## src/lsr_pkg.sv

```systemverilog
// Constants shared by the line sensor readout logic
// Assumes one system clock of at most 10 MHz that also serves as the sensor clock
package lsr_pkg;
  // ---------------------------------------------------------------
  // Timing
  // ---------------------------------------------------------------
  localparam int CLK_MHZ            = 10;
  localparam int START_HIGH_MIN_CYC = 8;
  localparam int START_LOW_MIN_CYC  = 29;
  localparam int START_CYCLE_MIN    = 37;
  localparam int READOUT_MAX_MHZ    = 10;
  localparam int FIRST_PIXEL_STROBE = 30;
  // ---------------------------------------------------------------
  // Geometry and reset values
  // ---------------------------------------------------------------
  localparam int PIXELS             = 512;
  localparam int PIX_W              = 10;
  localparam logic [15:0] CNT_RST   = 16'h0000;
  // ---------------------------------------------------------------
  // Sequencer states
  // ---------------------------------------------------------------
  typedef enum logic [2:0] {
    LSR_IDLE  = 3'b001,
    LSR_INTEG = 3'b010,
    LSR_SHIFT = 3'b100
  } lsr_state_e;
endpackage : lsr_pkg

```

## src/lsr_readout.sv

```systemverilog
// Readout sequencer of a linear image sensor with a built-in timing generator,
// plus the FIFO that buffers pixel words on their way out.
// Assumes the start pulse is synchronous to i_clk and pixel values arrive per clock.
`timescale 1ns/10ps

// ---------------------------------------------------------------
// Pixel FIFO
// ---------------------------------------------------------------
module lsr_fifo #(
  parameter int WIDTH = 16,
  parameter int DEPTH = 32
) (
  // Clock and reset
  input  wire logic             i_clk,
  input  wire logic             i_rst,
  // Write side
  input  wire logic             i_wr_valid,
  input  wire logic [WIDTH-1:0] i_wr_data,
  output logic                  o_wr_ready,
  // Read side
  output logic                  o_rd_valid,
  output logic      [WIDTH-1:0] o_rd_data,
  input  wire logic             i_rd_ready
);
  localparam int AW = $clog2(DEPTH);

  logic [WIDTH-1:0] mem [DEPTH];
  logic [AW-1:0]    wr_ptr_q;
  logic [AW-1:0]    rd_ptr_q;
  logic [AW:0]      count_q;
  logic [WIDTH-1:0] rd_data_q;
  logic             rd_valid_q;

  wire logic do_wr   = i_wr_valid && o_wr_ready;
  wire logic head_ok = count_q != '0;
  wire logic take    = head_ok && (!rd_valid_q || i_rd_ready);

  assign o_wr_ready = count_q != (AW+1)'(DEPTH);
  assign o_rd_valid = rd_valid_q;
  assign o_rd_data  = rd_data_q;

  always_ff @(posedge i_clk) begin
    if (do_wr) begin
      mem[wr_ptr_q] <= i_wr_data;
    end
  end

  always_ff @(posedge i_clk) begin
    if (i_rst) begin
      wr_ptr_q   <= '0;
      rd_ptr_q   <= '0;
      count_q    <= '0;
      rd_valid_q <= 1'b0;
      rd_data_q  <= '0;
    end else begin
      if (do_wr) begin
        wr_ptr_q <= AW'((wr_ptr_q + 1'b1) % DEPTH);
      end
      if (take) begin
        rd_ptr_q  <= AW'((rd_ptr_q + 1'b1) % DEPTH);
        rd_data_q <= mem[rd_ptr_q];
      end
      if (take) begin
        rd_valid_q <= 1'b1;
      end else if (i_rd_ready) begin
        rd_valid_q <= 1'b0;
      end
      count_q <= (AW+1)'(count_q + (do_wr ? 1'b1 : 1'b0) - (take ? 1'b1 : 1'b0));
    end
  end
endmodule : lsr_fifo

// ---------------------------------------------------------------
// Readout sequencer top
// ---------------------------------------------------------------
module lsr_readout
  import lsr_pkg::*;
#(
  parameter int NPIX  = PIXELS,
  parameter int PIXW  = PIX_W,
  parameter int DEPTH = 32
) (
  // Clock and reset
  input  wire logic            i_clk,
  input  wire logic            i_rst,
  // Controller side
  input  wire logic            i_start_pulse,
  // Pixel charge source
  input  wire logic [PIXW-1:0] i_pixel_value,
  // Sensor-side strobes and status
  output logic                 o_trig,
  output logic                 o_integrating,
  output logic                 o_line_end,
  output logic [15:0]          o_integ_cycles,
  // Pixel stream
  output logic                 o_pix_valid,
  output logic [PIXW-1:0]      o_pix_data,
  input  wire logic            i_pix_ready
);
  lsr_state_e  state_q;
  lsr_state_e  state_d;
  logic        start_q;
  logic [15:0] strobe_q;
  logic [15:0] pix_idx_q;
  logic [15:0] integ_q;
  logic [15:0] integ_len_q;
  logic        trig_q;
  logic        line_end_q;
  logic        fifo_ready;

  wire logic start_fall = start_q && !i_start_pulse;
  wire logic start_rise = !start_q && i_start_pulse;
  wire logic in_pixels  = (state_q == LSR_SHIFT) &&
                          (strobe_q >= 16'(FIRST_PIXEL_STROBE - 1));
  // Words are pushed only while the FIFO has room; a stall holds the pixel index, not the pixel value
  wire logic push       = in_pixels && fifo_ready;
  wire logic last_pix   = push && (pix_idx_q == 16'(NPIX - 1));

  // ---------------------------------------------------------------
  // State selection
  // ---------------------------------------------------------------
  always_comb begin
    state_d = state_q;
    case (state_q)
      LSR_IDLE:  if (start_rise) state_d = LSR_INTEG;
      LSR_INTEG: if (start_fall) state_d = LSR_SHIFT;
      LSR_SHIFT: begin
        if (start_fall) begin
          state_d = LSR_SHIFT;
        end else if (last_pix) begin
          state_d = i_start_pulse ? LSR_INTEG : LSR_IDLE;
        end
      end
      default:   state_d = LSR_IDLE;
    endcase
  end

  // ---------------------------------------------------------------
  // Sequencer state and strobes
  // ---------------------------------------------------------------
  always_ff @(posedge i_clk) begin
    if (i_rst) begin
      state_q    <= LSR_IDLE;
      start_q    <= 1'b0;
      trig_q     <= 1'b0;
      line_end_q <= 1'b0;
    end else begin
      state_q    <= state_d;
      start_q    <= i_start_pulse;
      trig_q     <= (state_d == LSR_SHIFT);
      line_end_q <= last_pix;
    end
  end

  // ---------------------------------------------------------------
  // Exposure length
  // ---------------------------------------------------------------
  // Exposure counts every high cycle of the start pulse; longer phases wrap
  always_ff @(posedge i_clk) begin
    if (i_rst) begin
      integ_q     <= CNT_RST;
      integ_len_q <= CNT_RST;
    end else begin
      if (start_rise) begin
        integ_q <= 16'h0001;
      end else if (i_start_pulse) begin
        integ_q <= 16'(integ_q + 1'b1);
      end
      if (start_fall) begin
        integ_len_q <= integ_q;
      end
    end
  end

  // ---------------------------------------------------------------
  // Strobe and pixel counters
  // ---------------------------------------------------------------
  always_ff @(posedge i_clk) begin
    if (i_rst) begin
      strobe_q  <= CNT_RST;
      pix_idx_q <= CNT_RST;
    end else if (start_fall) begin
      strobe_q  <= CNT_RST;
      pix_idx_q <= CNT_RST;
    end else if (state_q == LSR_SHIFT) begin
      if (!in_pixels) begin
        strobe_q <= 16'(strobe_q + 1'b1);
      end
      if (push) begin
        pix_idx_q <= 16'(pix_idx_q + 1'b1);
      end
    end
  end

  // ---------------------------------------------------------------
  // Outputs and pixel buffer
  // ---------------------------------------------------------------
  assign o_trig         = trig_q;
  assign o_integrating  = start_q;
  assign o_line_end     = line_end_q;
  assign o_integ_cycles = integ_len_q;

  lsr_fifo #(
    .WIDTH (PIXW),
    .DEPTH (DEPTH)
  ) u_fifo (
    .i_clk      (i_clk),
    .i_rst      (i_rst),
    .i_wr_valid (push),
    .i_wr_data  (i_pixel_value),
    .o_wr_ready (fifo_ready),
    .o_rd_valid (o_pix_valid),
    .o_rd_data  (o_pix_data),
    .i_rd_ready (i_pix_ready)
  );
endmodule : lsr_readout

```

## config.mk

```make
export PLATFORM = sky130hd
export DESIGN_NAME = lsr_readout
export DESIGN_NICKNAME = d
export VERILOG_FILES = /design/src/lsr_pkg.sv /design/src/lsr_readout.sv
export SDC_FILE = /design/constraint.sdc
export NUM_CORES = 1
export LEC_CHECK = 0
export BUFFER_PORTS_ARGS = -buffer_cell sky130_fd_sc_hd__clkbuf_2
export CAP_MARGIN = 10
export CORE_AREA = 2 2 237 239
export DETAILED_ROUTE_END_ITERATION = 12
export DIE_AREA = 0 0 239 241
export SYNTH_ARGS = -nofsm -noshare
export SYNTH_HDL_FRONTEND = slang
export SYNTH_SLANG_ARGS = --single-unit
```

## constraint.sdc

```tcl
create_clock -name i_clk -period 3.26 [get_ports i_clk]
set_input_delay 0.326 -clock i_clk [delete_from_list [all_inputs] [get_ports i_clk]]
set_output_delay 0.326 -clock i_clk [all_outputs]
set_load 0.005 [all_outputs]
```

==> run metrics <==
max-slew violations 0; CTS Root Cell clkbuf_16; Nets 1,159; die area 57,600 µm²; first-pass GRT wire length 54,250 µm; Final Hold Fails 0; CTS resizes 0; Hold Buf Count CTS 0; Sink Count 417; R2R depth 12; Clock Path Buffers 3; Sequential Power Share 0.457; P&R area growth vs syn 16.69%; Post-synth EDFFs 320; Hold Path End state_q[0]; Worst-Margin Slew 0.8524 ns; I/O Buffers 43; pwr dens 688.2 nW/µm²; clock power share 0.378; Yosys warning total 0; R2R Path End u_fifo.count_q[5]; cell accounting for the most synthesized area edfxtp_1; Fmax achieved 348.0 MHz; Power, Total 0.01316 W; CP Data Required Time 3.69 ns; Avg Inst Size Synth 15.87 µm²; total inserted antenna cells 0; P_int 0.009867 W; drt initial violations 649; start point of the worst hold path i_start_pulse; antenna-violating nets left 0; Initial Util 0.2987; Synth Area in XOR/XNOR 0.01603; crit path time final 2.874 ns; dpl hpwl 22,350 µm; GRT Total Usage 0.1238; cells after synthesis 1,033; r2r startpoint u_fifo.count_q[2]; Net Sw Power 0.003295 W; Die Width 239 µm; fraction of registers with async set/reset 0; critical-path maximum fanout 3; Synth Area in Adders 0.01573; final setup TNS 0 ns; Synth top cells by count edfxtp_1 (320), dfxtp_1 (97), nor2_1 (89), nand2_1 (64), mux4_2 (60); switching part of the total 0.2503; relative slew slack 0.4306; Worst Hold Class input pin to flip-flop; clk_skew 0.02763 ns; Vias per Instance 4.821; crit path DAT 3.30 ns; Compound-Gate Fraction of Synth Area 0.05680; # setup viols final 0; vias in the first global route 8,966; grt ovf 0; Hold Crit Depth 2; count of different cell masters after synthesis 61; status completed; Cell Area, Synth 16,390 µm²; via count 8,976; largest net degree at the start of global routing 65; Post CTS Setup Buffer Count 0; Seq cells post-synth 417; Placer Congestion 0.8146; final WL 35,610 µm; maximum vdd ir drop 0.0004668 V; Final Cycle Share 0.8815; largest family of logic cells by synthesized area multiplexers; WL per Instance 19.12 µm; Detailed Routing Iterations Pass 1 5; Core Area 54,880 µm²; Post-Synth Simple-Gate Area 0.07115; share of cells above drive strength 1 0.2021; Site Rows 86; CP endpoint kind flip-flop; most common cell in the netlist edfxtp_1; initial antenna violation count 0; post-route DRC violation count 0; clk slew on worst S/H paths 0.06 ns; sequential share of the synthesized area 0.7048; Synth area leaders edfxtp_1 (59%), dfxtp_1 (12%), mux4_2 (8.2%); combinational fraction of design power 0.166; DIE HEIGHT 241 µm; max-cap violations 0; critical path class flip-flop to flip-flop; mux cell area share after synthesis 0.1173; Fillers 5,248; H-tree depth 2; post-synth top area share 0.5863; Leak 6.194 nW; CP Launch Type flip-flop; unrepaired setup endpoints after global routing no; clk_lat worst skew 0.56 ns; I/O pins 44; Post-synth top flop edfxtp_1; CTS tree yes; CTS Buf Count 41; R2R Setup Slk 0.39 ns; syn_nets 1,067
-- sequential cells by signal, summed over array words and instances (netlist names) --
name,flops
o_line_end,1
u_fifo.mem,320
strobe_q,16
u_fifo.wr_ptr_q,5
o_trig,1
pix_idx_q,16
u_fifo.rd_ptr_q,5
u_fifo.count_q,6
integ_q,16
u_fifo.o_rd_valid,1
o_integ_cycles,16
u_fifo.o_rd_data,10
state_q,3
o_integrating,1
-- worst max-delay path by stage --
stage,cells past startpoint,from,slack (ns),endpoint
2_1_floorplan,12,u_fifo.count_q[2],0.50,u_fifo.count_q[5]
3_3_place_gp,12,u_fifo.count_q[2],0.47,u_fifo.count_q[5]
3_5_place_dp,12,u_fifo.count_q[2],0.39,u_fifo.count_q[5]
4_1_cts,12,u_fifo.count_q[2],0.38,u_fifo.count_q[5]
5_1_grt,12,u_fifo.count_q[2],0.11,u_fifo.count_q[5]
6_report,12,u_fifo.count_q[2],0.39,u_fifo.count_q[5]
-- metrics by stage --
stage                     setup slack [ns]  utilization  instances  hold WS (ns)  area, µm²
after floorplan                     0.5021            -       1033        0.4249      16390
after global placement              0.4741       0.3226       1786        0.4429      17700
after CTS                           0.3789       0.3485       1862        0.1443      19120
after detailed placement            0.3917       0.3226       1786        0.4448      17700
final                               0.3864       0.3485       1862        0.1698      19120
after global routing                0.1075       0.3485       1862        0.1970      19120
-- per-layer routing --
metal  wire, µm  vias up  share of wire  GRT usage
li1           -     4158              -          -
met1      16310     4568           0.46     0.1709
met2      17000      203           0.48     0.2029
met3       1640       47          0.046    0.02150
met4        660        0          0.019    0.03068
met5          0        -              0          0
-- power by group through the flow --
stage	combinational, W	clock, W	sequential (W)
final	0.00218	0.00497	0.00601
after CTS	0.00222	0.00509	0.00602
after detailed placement	0.00221	0	0.00614
after floorplan	0.00167	0	0.00599
after global placement	0.00219	0	0.00613
after global routing	0.00237	0.00531	0.00603
-- placed cells by master, fill, tap and decap left out, types with 6 or more instances in the layout --
cell type / n
nor2b_1: 7
o21ai_0: 24
clkbuf_2: 43
clkbuf_1: 12
nand2b_1: 8
or3_1: 12
nand4_1: 10
mux4_2: 60
clkbuf_16: 42
mux2i_1: 56
ha_1: 19
clkinv_2: 8
and3_1: 6
a21oi_1: 42
xor2_1: 17
edfxtp_1: 320
nand2_1: 64
inv_1: 20
o221ai_1: 10
nand3_1: 10
dfxtp_1: 95
buf_4: 55
and2_1: 11
a22oi_1: 10
bufinv_16: 7
xnor2_1: 13
a32o_1: 10
nor2_1: 89
-- logic make-up after synthesis --
kind of cell               Yosys count
and+or+nand+nor                    245
muxes                              117
xor gates and xnor gates            30
adders and majority gates           20
buffers and inverters               70
AOI/OAI and AO/OA                  134
DFF                                417
-- critical path, cell delays in order (launching register included) --
cell	delay, ns
dfxtp_1	0.32
inv_1	0.08
ha_1	0.14
nor3b_1	0.49
a21boi_1	0.20
ha_1	0.31
inv_1	0.04
ha_1	0.18
a21o_1	0.18
a21oi_1	0.21
o21bai_1	0.08
a21oi_1	0.18
mux2_2	0.34
-- area by class of cell --
type / count / area, µm² / area share
Clock buffer: 55 / 1110 / 0.05803
Clock inverter: 21 / 311.5 / 0.01629
Inverter: 20 / 75.07 / 0.003925
Multi-Input combinational cell: 546 / 4541 / 0.2374
Sequential cell: 417 / 11560 / 0.6044
Tap cell: 704 / 880.8 / 0.04606
Timing Repair Buffer: 99 / 648.1 / 0.03389
(Power assumes the default switching activity.)
